===== config.mk =====
export PLATFORM = sky130hd
export DESIGN_NAME = ppc_cfg
export DESIGN_NICKNAME = d
export VERILOG_FILES = /design/src/ppc_pkg.sv /design/src/ppc_cfg.sv /design/src/ppc_pw_mem.sv
export SDC_FILE = /design/constraint.sdc
export NUM_CORES = 1
export LEC_CHECK = 0
export BUFFER_PORTS_ARGS = -buffer_cell sky130_fd_sc_hd__clkbuf_2
export CORE_ASPECT_RATIO = 0.9
export CORE_MARGIN = 2
export CORE_UTILIZATION = 54
export CTS_BUF_LIST = sky130_fd_sc_hd__clkbuf_2
export DETAILED_ROUTE_END_ITERATION = 12
export HOLD_SLACK_MARGIN = 0.06
export PLACE_DENSITY = 0.78
export SLEW_MARGIN = 20
export SYNTH_ARGS = -nofsm -noshare
export SYNTH_HDL_FRONTEND = slang
export SYNTH_SLANG_ARGS = --single-unit

===== constraint.sdc =====
create_clock -name i_clk -period 2.6 [get_ports i_clk]
set_clock_uncertainty 0.2 [all_clocks]
set_input_delay 0.26 -clock i_clk [delete_from_list [all_inputs] [get_ports i_clk]]
set_output_delay 0.26 -clock i_clk [all_outputs]
set_load 0.1 [all_outputs]

===== src/ppc_pkg.sv =====
/*
  package for the pwm polarity / commutation configuration slice:
  register offsets, field positions, reset values and widths.
  assumes a 32-bit ahb-lite register bus with word-aligned registers.
*/
package ppc_pkg;
  // register byte offsets
  localparam logic [7:0] CFG_OFFSET      = 8'h00; // polarity and commutation config
  localparam logic [7:0] OUTCTL_OFFSET   = 8'h04; // output override control
  localparam logic [7:0] OUTVAL_OFFSET   = 8'h08; // output override value
  localparam logic [7:0] MASK_OFFSET     = 8'h0C; // channel mask bits
  localparam logic [7:0] PROTECT_OFFSET  = 8'h10; // write protect
  localparam logic [7:0] ACTIVE_OFFSET   = 8'h14; // active copies, read only
  localparam logic [7:0] STATUS_OFFSET   = 8'h18; // channel outputs, read only
  localparam logic [7:0] PWVAL_OFFSET    = 8'h1C; // pulse-width values, channel 0..5

  // config register fields
  localparam int CFG_BUF_EN_BIT   = 6; // commutation_buffer_enable
  localparam int CFG_C_LOW_INV    = 5; // pair_c_low_side_invert
  localparam int CFG_WIDTH        = 8;
  localparam logic [7:0] CFG_RESET = 8'h00;

  // channels and counter
  localparam int NUM_CH    = 6;
  localparam int CNT_WIDTH = 15;
  localparam logic [5:0] CH_RESET = 6'h00;
  localparam int C_LOW_CH = 5; // pair_c_bottom_channel
endpackage


===== src/ppc_cfg.sv =====
/*
  polarity and commutation configuration slice of a six-channel pwm unit,
  with its ahb-lite register slave and per-channel compare outputs.
  assumes i_count and i_comm_event come from logic on i_clk; no synchroniser.
*/
`timescale 1ns/1ps
module ppc_cfg #(
  parameter int NUM_CH    = ppc_pkg::NUM_CH,
  parameter int CNT_WIDTH = ppc_pkg::CNT_WIDTH
) (
  // clock and reset
  input  wire logic                 i_clk,
  input  wire logic                 i_resetn,
  // ahb-lite slave
  input  wire logic                 i_hsel,
  input  wire logic [31:0]          i_haddr,
  input  wire logic [1:0]           i_htrans,
  input  wire logic                 i_hwrite,
  input  wire logic [2:0]           i_hsize,
  input  wire logic [31:0]          i_hwdata,
  input  wire logic                 i_hready,
  output logic      [31:0]          o_hrdata,
  output logic                      o_hreadyout,
  output logic                      o_hresp,
  // pwm core side
  input  wire logic [CNT_WIDTH-1:0] i_count,
  input  wire logic                 i_comm_event,
  // channel outputs
  output logic      [NUM_CH-1:0]    o_pwm,
  output logic      [NUM_CH-1:0]    o_override_ctl,
  output logic      [NUM_CH-1:0]    o_override_val,
  output logic      [NUM_CH-1:0]    o_mask
);
  // register state
  logic [7:0]        cfg_reg;
  logic              protect_reg;
  logic [NUM_CH-1:0] outctl_buf_reg;
  logic [NUM_CH-1:0] outval_buf_reg;
  logic [NUM_CH-1:0] mask_buf_reg;
  logic [NUM_CH-1:0] outctl_reg;
  logic [NUM_CH-1:0] outval_reg;
  logic [NUM_CH-1:0] mask_reg;
  logic [NUM_CH-1:0] pwm_reg;
  logic [NUM_CH-1:0] pwm_next;
  logic              wr_pend_reg;
  logic [7:0]        addr_reg;
  logic [31:0]       rdata_next;
  logic [NUM_CH*CNT_WIDTH-1:0] pw_all;

  // address lands in the pulse-width window; shared by write and read decode
  function automatic logic in_pw_window(input logic [7:0] a);
    return (a >= ppc_pkg::PWVAL_OFFSET) && (a < ppc_pkg::PWVAL_OFFSET + 8'(4 * NUM_CH));
  endfunction

  // address phase decode
  wire        addr_phase = i_hsel && i_hready && i_htrans[1];
  wire        wr_now     = wr_pend_reg;
  wire        buf_en     = cfg_reg[ppc_pkg::CFG_BUF_EN_BIT];
  wire [NUM_CH-1:0] wd_ch = i_hwdata[NUM_CH-1:0];
  wire        wr_cfg     = wr_now && (addr_reg == ppc_pkg::CFG_OFFSET) && !protect_reg;
  wire        wr_outctl  = wr_now && (addr_reg == ppc_pkg::OUTCTL_OFFSET);
  wire        wr_outval  = wr_now && (addr_reg == ppc_pkg::OUTVAL_OFFSET);
  wire        wr_mask    = wr_now && (addr_reg == ppc_pkg::MASK_OFFSET);
  wire        wr_prot    = wr_now && (addr_reg == ppc_pkg::PROTECT_OFFSET);
  wire        wr_pw      = wr_now && in_pw_window(addr_reg);
  wire [7:0]  pw_off     = addr_reg - ppc_pkg::PWVAL_OFFSET;
  wire [2:0]  pw_idx     = pw_off[4:2];
  // event only honoured while buffering is on
  wire        comm_take  = buf_en && i_comm_event;

  // channel polarity: only pair c low side has an invert bit here
  function automatic logic [NUM_CH-1:0] invert_mask(input logic [7:0] cfg);
    logic [NUM_CH-1:0] m;
    m = '0;
    m[ppc_pkg::C_LOW_CH] = cfg[ppc_pkg::CFG_C_LOW_INV];
    return m;
  endfunction

  // pulse-width store
  ppc_pw_mem #(
    .DEPTH (NUM_CH),
    .WIDTH (CNT_WIDTH)
  ) u_pw_mem (
    .i_clk    (i_clk),
    .i_resetn (i_resetn),
    .i_we     (wr_pw),
    .i_waddr  (pw_idx),
    .i_wdata  (i_hwdata[CNT_WIDTH-1:0]),
    .o_rdata  (pw_all)
  );

  // bus data phase tracking
  always_ff @(posedge i_clk) begin
    if (!i_resetn) begin
      wr_pend_reg <= 1'b0;
      addr_reg    <= 8'h00;
    end else if (i_hready) begin
      wr_pend_reg <= addr_phase && i_hwrite;
      addr_reg    <= addr_phase ? {i_haddr[7:2], 2'b00} : addr_reg;
    end
  end

  // configuration and protection
  always_ff @(posedge i_clk) begin
    if (!i_resetn) begin
      cfg_reg     <= ppc_pkg::CFG_RESET;
      protect_reg <= 1'b0;
    end else begin
      if (wr_cfg) begin
        cfg_reg <= {1'b0, i_hwdata[ppc_pkg::CFG_BUF_EN_BIT:ppc_pkg::CFG_C_LOW_INV], 5'h00};
      end
      if (wr_prot && i_hwdata[0]) begin
        protect_reg <= 1'b1;
      end
    end
  end

  // buffered copies of override and mask
  always_ff @(posedge i_clk) begin
    if (!i_resetn) begin
      outctl_buf_reg <= ppc_pkg::CH_RESET;
      outval_buf_reg <= ppc_pkg::CH_RESET;
      mask_buf_reg   <= ppc_pkg::CH_RESET;
    end else begin
      if (wr_outctl) outctl_buf_reg <= wd_ch;
      if (wr_outval) outval_buf_reg <= wd_ch;
      if (wr_mask)   mask_buf_reg   <= wd_ch;
    end
  end

  // active copies: direct when unbuffered, on event when buffered
  always_ff @(posedge i_clk) begin
    if (!i_resetn) begin
      outctl_reg <= ppc_pkg::CH_RESET;
      outval_reg <= ppc_pkg::CH_RESET;
      mask_reg   <= ppc_pkg::CH_RESET;
    end else if (!buf_en) begin
      if (wr_outctl) outctl_reg <= wd_ch;
      if (wr_outval) outval_reg <= wd_ch;
      if (wr_mask)   mask_reg   <= wd_ch;
    end else if (comm_take) begin
      outctl_reg <= wr_outctl ? wd_ch : outctl_buf_reg;
      outval_reg <= wr_outval ? wd_ch : outval_buf_reg;
      mask_reg   <= wr_mask   ? wd_ch : mask_buf_reg;
    end
  end

  // compare and polarity per channel
  always_comb begin
    logic [NUM_CH-1:0] inv;
    inv = invert_mask(cfg_reg);
    for (int k = 0; k < NUM_CH; k++) begin
      // high when in pulse for positive, low for negative
      pwm_next[k] = (i_count <= pw_all[k*CNT_WIDTH +: CNT_WIDTH]) ^ inv[k];
    end
  end

  always_ff @(posedge i_clk) begin
    if (!i_resetn) begin
      pwm_reg <= ppc_pkg::CH_RESET;
    end else begin
      pwm_reg <= pwm_next;
    end
  end

  // read mux
  always_comb begin
    rdata_next = 32'h0000_0000;
    case (addr_reg)
      ppc_pkg::CFG_OFFSET:     rdata_next[7:0] = cfg_reg;
      ppc_pkg::OUTCTL_OFFSET:  rdata_next[NUM_CH-1:0] = outctl_buf_reg;
      ppc_pkg::OUTVAL_OFFSET:  rdata_next[NUM_CH-1:0] = outval_buf_reg;
      ppc_pkg::MASK_OFFSET:    rdata_next[NUM_CH-1:0] = mask_buf_reg;
      ppc_pkg::PROTECT_OFFSET: rdata_next[0] = protect_reg;
      ppc_pkg::ACTIVE_OFFSET:  rdata_next[23:0] = {2'b00, mask_reg, 2'b00, outval_reg,
                                                   2'b00, outctl_reg};
      ppc_pkg::STATUS_OFFSET:  rdata_next[NUM_CH-1:0] = pwm_reg;
      default: begin
        if (in_pw_window(addr_reg)) begin
          rdata_next[CNT_WIDTH-1:0] = pw_all[int'(pw_idx)*CNT_WIDTH +: CNT_WIDTH];
        end
      end
    endcase
  end

  // bus outputs: zero wait states, always okay
  assign o_hrdata    = rdata_next;
  assign o_hreadyout = 1'b1;
  assign o_hresp     = 1'b0;

  // channel outputs
  assign o_pwm          = pwm_reg;
  assign o_override_ctl = outctl_reg;
  assign o_override_val = outval_reg;
  assign o_mask         = mask_reg;
endmodule


===== src/ppc_pw_mem.sv =====
/*
  small register memory holding one pulse-width value per channel.
  all words are read out in parallel from flip-flops each cycle.
  assumes a single clock domain with synchronous active-low reset.
*/
`timescale 1ns/1ps
module ppc_pw_mem #(
  parameter int DEPTH = 6,
  parameter int WIDTH = 15
) (
  // clock and reset
  input  wire logic                   i_clk,
  input  wire logic                   i_resetn,
  // write port
  input  wire logic                   i_we,
  input  wire logic [2:0]             i_waddr,
  input  wire logic [WIDTH-1:0]       i_wdata,
  // read port, all words
  output logic      [DEPTH*WIDTH-1:0] o_rdata
);
  logic [WIDTH-1:0] mem_reg [DEPTH];

  // storage; reset clears every word
  always_ff @(posedge i_clk) begin
    if (!i_resetn) begin
      for (int k = 0; k < DEPTH; k++) begin
        mem_reg[k] <= '0;
      end
    end else if (i_we && (int'(i_waddr) < DEPTH)) begin
      mem_reg[i_waddr] <= i_wdata;
    end
  end

  // registered parallel read copy
  always_ff @(posedge i_clk) begin
    if (!i_resetn) begin
      o_rdata <= '0;
    end else begin
      for (int k = 0; k < DEPTH; k++) begin
        o_rdata[k*WIDTH +: WIDTH] <= mem_reg[k];
      end
    end
  end
endmodule


==> results of run 1 <==
## cells in the mapped netlist, types with 9 or more instances
master,n,area [sq um]
clkbuf_1,32,120
nor2_1,92,345
ha_1,95,1190
mux2i_1,23,230
nor3_1,18,90.1
and2_1,112,701
and3_1,17,106
nand2_1,91,342
nand3_1,10,50.1
o221ai_1,9,78.8
a21oi_1,45,225
edfxtp_1,90,2700
inv_1,107,402
buf_4,14,105
o221a_2,11,124
dfxtp_1,142,2840
nor2b_1,20,125
a21o_1,9,67.6
buf_2,20,100
o21ai_0,21,105
nand4_1,15,93.8
mux4_2,15,338
a21boi_0,18,135
## worst reg2reg max path: stages, from the launching register on
cell and delay [ns]:
dfxtp_1 0.41, buf_4 0.21, nor4_4 0.43, and3_1 0.26, buf_4 0.20, nand2_1 0.07, a21boi_0 0.23, dlygate4sd3_1 0.62
## power by group
| part | internal [uW] | switching (uW) | leakage, uW |
|---|---|---|---|
| sequential | 3880 | 73.7 | 0.00210 |
| combinational | 436 | 687 | 0.00364 |
| clock | 1300 | 1540 | 0.000449 |
| total | 5610 | 2300 | 0.00618 |
## layer usage
| metal | vias to the layer above | global-route usage | wire length [um] |
|---|---|---|---|
| met2 | 691 | 0.512 | 16400 |
| met5 | - | 0 | 0 |
| met3 | 161 | 0.0853 | 4180 |
| met1 | 4717 | 0.418 | 13700 |
| li1 | 4385 | - | - |
| met4 | 0 | 0.156 | 1900 |
## how the worst max path moves through the flow
stage | start | end | depth (start not counted)
floorplan | addr_reg[3]$_SDFFE_PN0P_ | o_hrdata[14] | 7
global placement | addr_reg[2]$_SDFFE_PN0P_ | o_hrdata[3] | 6
detailed placement | addr_reg[2]$_SDFFE_PN0P_ | o_hrdata[3] | 6
CTS | addr_reg[3]$_SDFFE_PN0P_ | o_hrdata[14] | 9
global route | addr_reg[3]$_SDFFE_PN0P_ | o_hrdata[7] | 9
finish | addr_reg[3]$_SDFFE_PN0P_ | o_hrdata[7] | 9
## cell families (layout without fill, tap and decap cells)
| family | count (synthesis) | count (layout) | share of synthesized area |
|---|---|---|---|
| AOI/OAI and AO/OA | 174 | 174 | 0.107 |
| xor gates and xnor gates | 2 | 2 | 0.00219 |
| adders and majority gates | 95 | 95 | 0.104 |
| buffers and inverters | 175 | 438 | 0.0648 |
| DFF | 232 | 232 | 0.484 |
| muxes | 40 | 40 | 0.0516 |
| other | 2 | 14 | 0.000656 |
| and+or+nand+nor | 406 | 406 | 0.185 |
## area by class of cell
class,count,area (sq um),area share
inverters,107,404,0.0271
well taps,286,358,0.0240
diodes,1,2.50,0.000168
clock inverters,18,174,0.0117
flip-flops and latches,232,5550,0.373
multi-input cells,730,5740,0.385
clock buffers,88,440,0.0296
repair buffers,225,2230,0.150
## stage by stage
step / utilization / power, uW / std cells / instance area [sq um] / hold WS (ns)
after global placement: 0.620 / 4890 / 1488 / 12900 / 0.227
after global routing: 0.715 / 8180 / 1687 / 14900 / 0.108
after floorplan: - / 4640 / 1137 / 11800 / 0.205
after CTS: 0.711 / 7830 / 1684 / 14800 / 0.0673
after detailed placement: 0.620 / 4930 / 1488 / 12900 / 0.233
final: 0.715 / 7910 / 1687 / 14900 / 0.116
## repair_timing
action / CTS / global route
pin swaps: 20 / 22
hold buffers: 69 / 0
setup buffers: 21 / 3
hold endpoints to repair: 292 / 0
gates resized for setup: 68 / 17
setup endpoints to repair: 21 / 64
cloned: 4 / 0
==> results.cfg, run 1 <==
[route]
vias = 9954
drt-initial-drc-count = 1098
drt_wl_total_mm = 36.2
drcViolationCount = 1
ant_nets = 0
dr.pass1.iters = 12
wire_per_inst_um = 21.5
vias_per_cell = 5.90

[run_status]
status = complete, but fails checks
violations = DRC, setup timing

[clocking]
clk_latency_ns = 0.87
clockRootBuffer = clkbuf_2
cts_tree = built
clock_path_buffers = 3
htreeDepth = 2
cts_num_sinks = 232
clk_pin_slew_ns = 0.11
numCtsBuffers = 57

[cells_and_area]
fill_cells = 1312
layout_commonest_cell = clkbuf_2
mostFrequentLayoutCells = clkbuf_2, dfxtp_1, and2_1
fin_nets = 1538
syn2layout_area_growth_pct = 30.1
drive_above_1_share = 0.252

[die]
ios = 148
dieHeight_um = 142
die_w_um = 157
core_sq_mm = 0.0208
die_area_sq_mm = 0.0224
initial_core_util = 0.550
num_rows = 50

[setup_path]
critical_path.n_buffers_inverters = 3
r2r-end = mask_buf_reg[5]$_SDFF_PN0_
cp-end-kind = output port
slowest_stage = dfxtp_2
crit_type = flip-flop to output port
crit_arrival_ns = 2.85
max_stage_delay_ns = 0.36
path_cells = buf_6 > ha_4 > and3b_1 > a21oi_2 > nor3_4 > nand3_4 > buf_12 > a211oi_4 > buf_12
path_delay_family = simple AND/OR/NAND/NOR gates
worstRegToRegCells = 7
ff2ff_setup_slack_ns = -0.08
crit_path_frequent_cell = buf_12
critPathMaxFanout = 6
start_kind = flip-flop
required_ns = 2.14
r2r_start = addr_reg[6]$_SDFFE_PN0P_

[yosys]
synth_edf_count = 90
synthCells = 1126
avgSynthCellArea_sq_um = 10.2
ys_ff_latch = 232
async_reset_ff_frac = 0
synth_cell_types = 63
ys_warn_count = 0
synth_area_sq_mm = 0.0114
synth_flop_cell = dfxtp_1
ys_seq_area_frac = 0.484

[run]
cap_violations = 0

[global_route]
track_usage = 0.325
grt_pass1_vias = 10200
grt_antenna_before_repair = 1
grt_first_pass_wirelength_mm = 55.4
grt-ovfl-total = 0
grt_max_degree = 134

[power_and_ir_drop]
power_leakage_uw = 0.00618
p_per_area_mw_per_mm2 = 531
ir_drop_uv = 284

[worst_hold_path]
worst_hold_startpoint = i_hwdata[12]
hp-class = input port to flip-flop
worstHoldPathCells = 3
worstHoldEndpoint = u_pw_mem.mem_reg[4][12]$_SDFFCE_PN0P_

[sta]
clock.fmax_ghz = 0.303
max_slew_margin = 0.589
fin_crit_ns = 3.31
tns_ns = -11.47
tightest_slew_ns = 0.611
rsz0062_at_grt = true
fin_crit_sh = 1.27
fin_ws_ns = -0.705
finalHoldViolations = 0
slew_violations = 0
finalSetupViolCount = 23

[placed_design]
routabilityCongestion = 0.934
dp_slack_ns = 0.0996
numPortBuffers = 87
dp_hpwl_mm = 22.5
(Power assumes the default switching activity.)
==> run 2, diff against run 1 <==
--- a/config.mk
+++ b/config.mk
@@ -6,8 +6,9 @@
 export NUM_CORES = 1
 export LEC_CHECK = 0
 export BUFFER_PORTS_ARGS = -buffer_cell sky130_fd_sc_hd__clkbuf_2
+export CAP_MARGIN = 20
 export CORE_ASPECT_RATIO = 0.9
-export CORE_MARGIN = 2
+export CORE_MARGIN = 4
 export CORE_UTILIZATION = 54
 export CTS_BUF_LIST = sky130_fd_sc_hd__clkbuf_2
 export DETAILED_ROUTE_END_ITERATION = 12
==> run 2 against run 1 <==
Net effect: final cell count unchanged; clock power decreased by 13%; first-iteration DRC count increased by 2.6%; critical path depth decreased by 1; non-clock buffer count decreased by 2; the run ends with setup timing left.
==> results.cfg, run 2 (synthesis gave the netlist of run 1 again) <==
[run_status]
status = complete, but fails checks
violations = setup timing

[sta]
finalSetupViolCount = 21
slew_violations = 0
rsz0062_at_grt = true
fin_crit_ns = 3.33
fin_crit_sh = 1.28
fin_ws_ns = -0.726
clock.fmax_ghz = 0.301
tightest_slew_ns = 0.573
max_slew_margin = 0.620
finalHoldViolations = 0

[setup_path]
required_ns = 2.14
worstRegToRegCells = 10
crit_arrival_ns = 2.87
ff2ff_setup_slack_ns = 0.06
start_kind = flip-flop
cp-end-kind = output port
crit_type = flip-flop to output port
critPathMaxFanout = 6
r2r-end = u_pw_mem.mem_reg[4][4]$_SDFFCE_PN0P_
r2r_start = addr_reg[2]$_SDFFE_PN0P_

[global_route]
grt_max_degree = 119
grt_pass1_vias = 9621
track_usage = 0.275
grt_antenna_before_repair = 2
grt_first_pass_wirelength_mm = 51.4
grt-ovfl-total = 0

[route]
topRoutingLayerUsed = met4
wl_met2_mm = 15.5
drt-initial-drc-count = 1126
dr.pass1.iters = 8
dr_wl_met3_mm = 3.75
vias_per_cell = 5.79
ant_nets = 0
drcViolationCount = 0
wl_met1_mm = 13.4
drt_wl_total_mm = 34.2
vias = 9775
wire_per_inst_um = 20.3

[clocking]
cts_tree = built
cts_num_sinks = 232
clk_pin_slew_ns = 0.12
numCtsBuffers = 57
clock_path_buffers = 3
htreeDepth = 2
clk_latency_ns = 0.87
clockRootBuffer = clkbuf_2

[cells_and_area]
syn2layout_area_growth_pct = 28.1
finalCoreUtilization = 0.704
layout_commonest_cell = clkbuf_2
fin_nets = 1537
fin_area_sq_mm = 0.0147
mostFrequentLayoutCells = clkbuf_2, dfxtp_1, and2_1
drive_above_1_share = 0.246
stdcell_count = 1687

[placed_design]
numPortBuffers = 87
dp_slack_ns = 0.0214
placed_cells = 1486
routabilityCongestion = 0.977
dp_hpwl_mm = 22.5
place_area_sq_mm = 0.0129

[power_and_ir_drop]
p_per_area_mw_per_mm2 = 510
p_sw_frac = 0.300
ir_drop_uv = 275
clkPwrFrac = 0.327
combPwrFrac = 0.146
switchingPower_uw = 2250
power_leakage_uw = 0.00607
p_seq_frac = 0.527
p_total_uw = 7490
power.internal_uw = 5240

[worst_hold_path]
worst_hold_startpoint = i_count[9]
worstHoldPathCells = 7
worstHoldEndpoint = o_pwm[4]$_SDFF_PN0_
hp-class = input port to flip-flop

[die]
initial_core_util = 0.550
core_sq_mm = 0.0208
die_area_sq_mm = 0.0236
ios = 148
dieHeight_um = 146
die_w_um = 161
num_rows = 50

[run]
cap_violations = 0
[run 2: what timing repair did]
action	CTS	global route
resized for setup	40	23
pin swaps	16	16
buffers inserted	13	10
gates cloned	3	0
endpoints found under the hold margin	297	0
hold buffers	69	0
endpoints found under the setup margin	21	23
[run 2: layout make-up]
class | count | area (sq um)
diodes | 2 | 5.00
clock buffers | 91 | 455
clock inverters | 15 | 72.6
fillers | 1378 | 6160
inverters | 107 | 404
multi-input cells | 731 | 5690
flip-flops and latches | 232 | 5560
well taps | 286 | 358
repair buffers | 223 | 2120
[run 2: per-stage QoR]
stage          setup TNS (ns)  hold WS [ns]
2_1_floorplan          -0.826         0.205
3_3_place_gp                0         0.228
3_5_place_dp                0         0.232
4_1_cts                -11.94        0.0710
5_1_grt                -12.21        0.0622
6_report               -10.69         0.113
[run 2: how the worst max path moves through the flow]
stage                             start           end  slack (ns)
6_report       addr_reg[2]$_SDFFE_PN0P_   o_hrdata[7]       -0.73
3_3_place_gp   addr_reg[2]$_SDFFE_PN0P_  o_hrdata[12]        0.05
3_5_place_dp   addr_reg[2]$_SDFFE_PN0P_  o_hrdata[12]        0.02
5_1_grt        addr_reg[2]$_SDFFE_PN0P_   o_hrdata[3]       -0.78
2_1_floorplan  addr_reg[3]$_SDFFE_PN0P_  o_hrdata[14]       -0.22
4_1_cts        addr_reg[3]$_SDFFE_PN0P_  o_hrdata[14]       -0.70
[run 2: worst max-delay path, cell delays in order, from the launching register on]
cell and delay, ns:
dfxtp_4 0.42, inv_4 0.06, buf_4 0.14, ha_4 0.17, o41ai_4 0.38, nand3_4 0.16, buf_12 0.19, a211oi_4 0.27
buf_12 0.21
[run 2: per-layer routing]
metal	vias to the layer above	global-route usage
met5	-	0
li1	4395	-
met4	0	0.128
met1	4657	0.371
met3	124	0.0658
met2	599	0.423
[run 2: power groups by stage]
stage / clock, uW / sequential, uW / combinational (uW)
global placement: 0 / 4020 / 867
global route: 2690 / 3950 / 1160
finish: 2450 / 3950 / 1090
CTS: 2450 / 3940 / 1030
floorplan: 0 / 4070 / 567
detailed placement: 0 / 4020 / 899
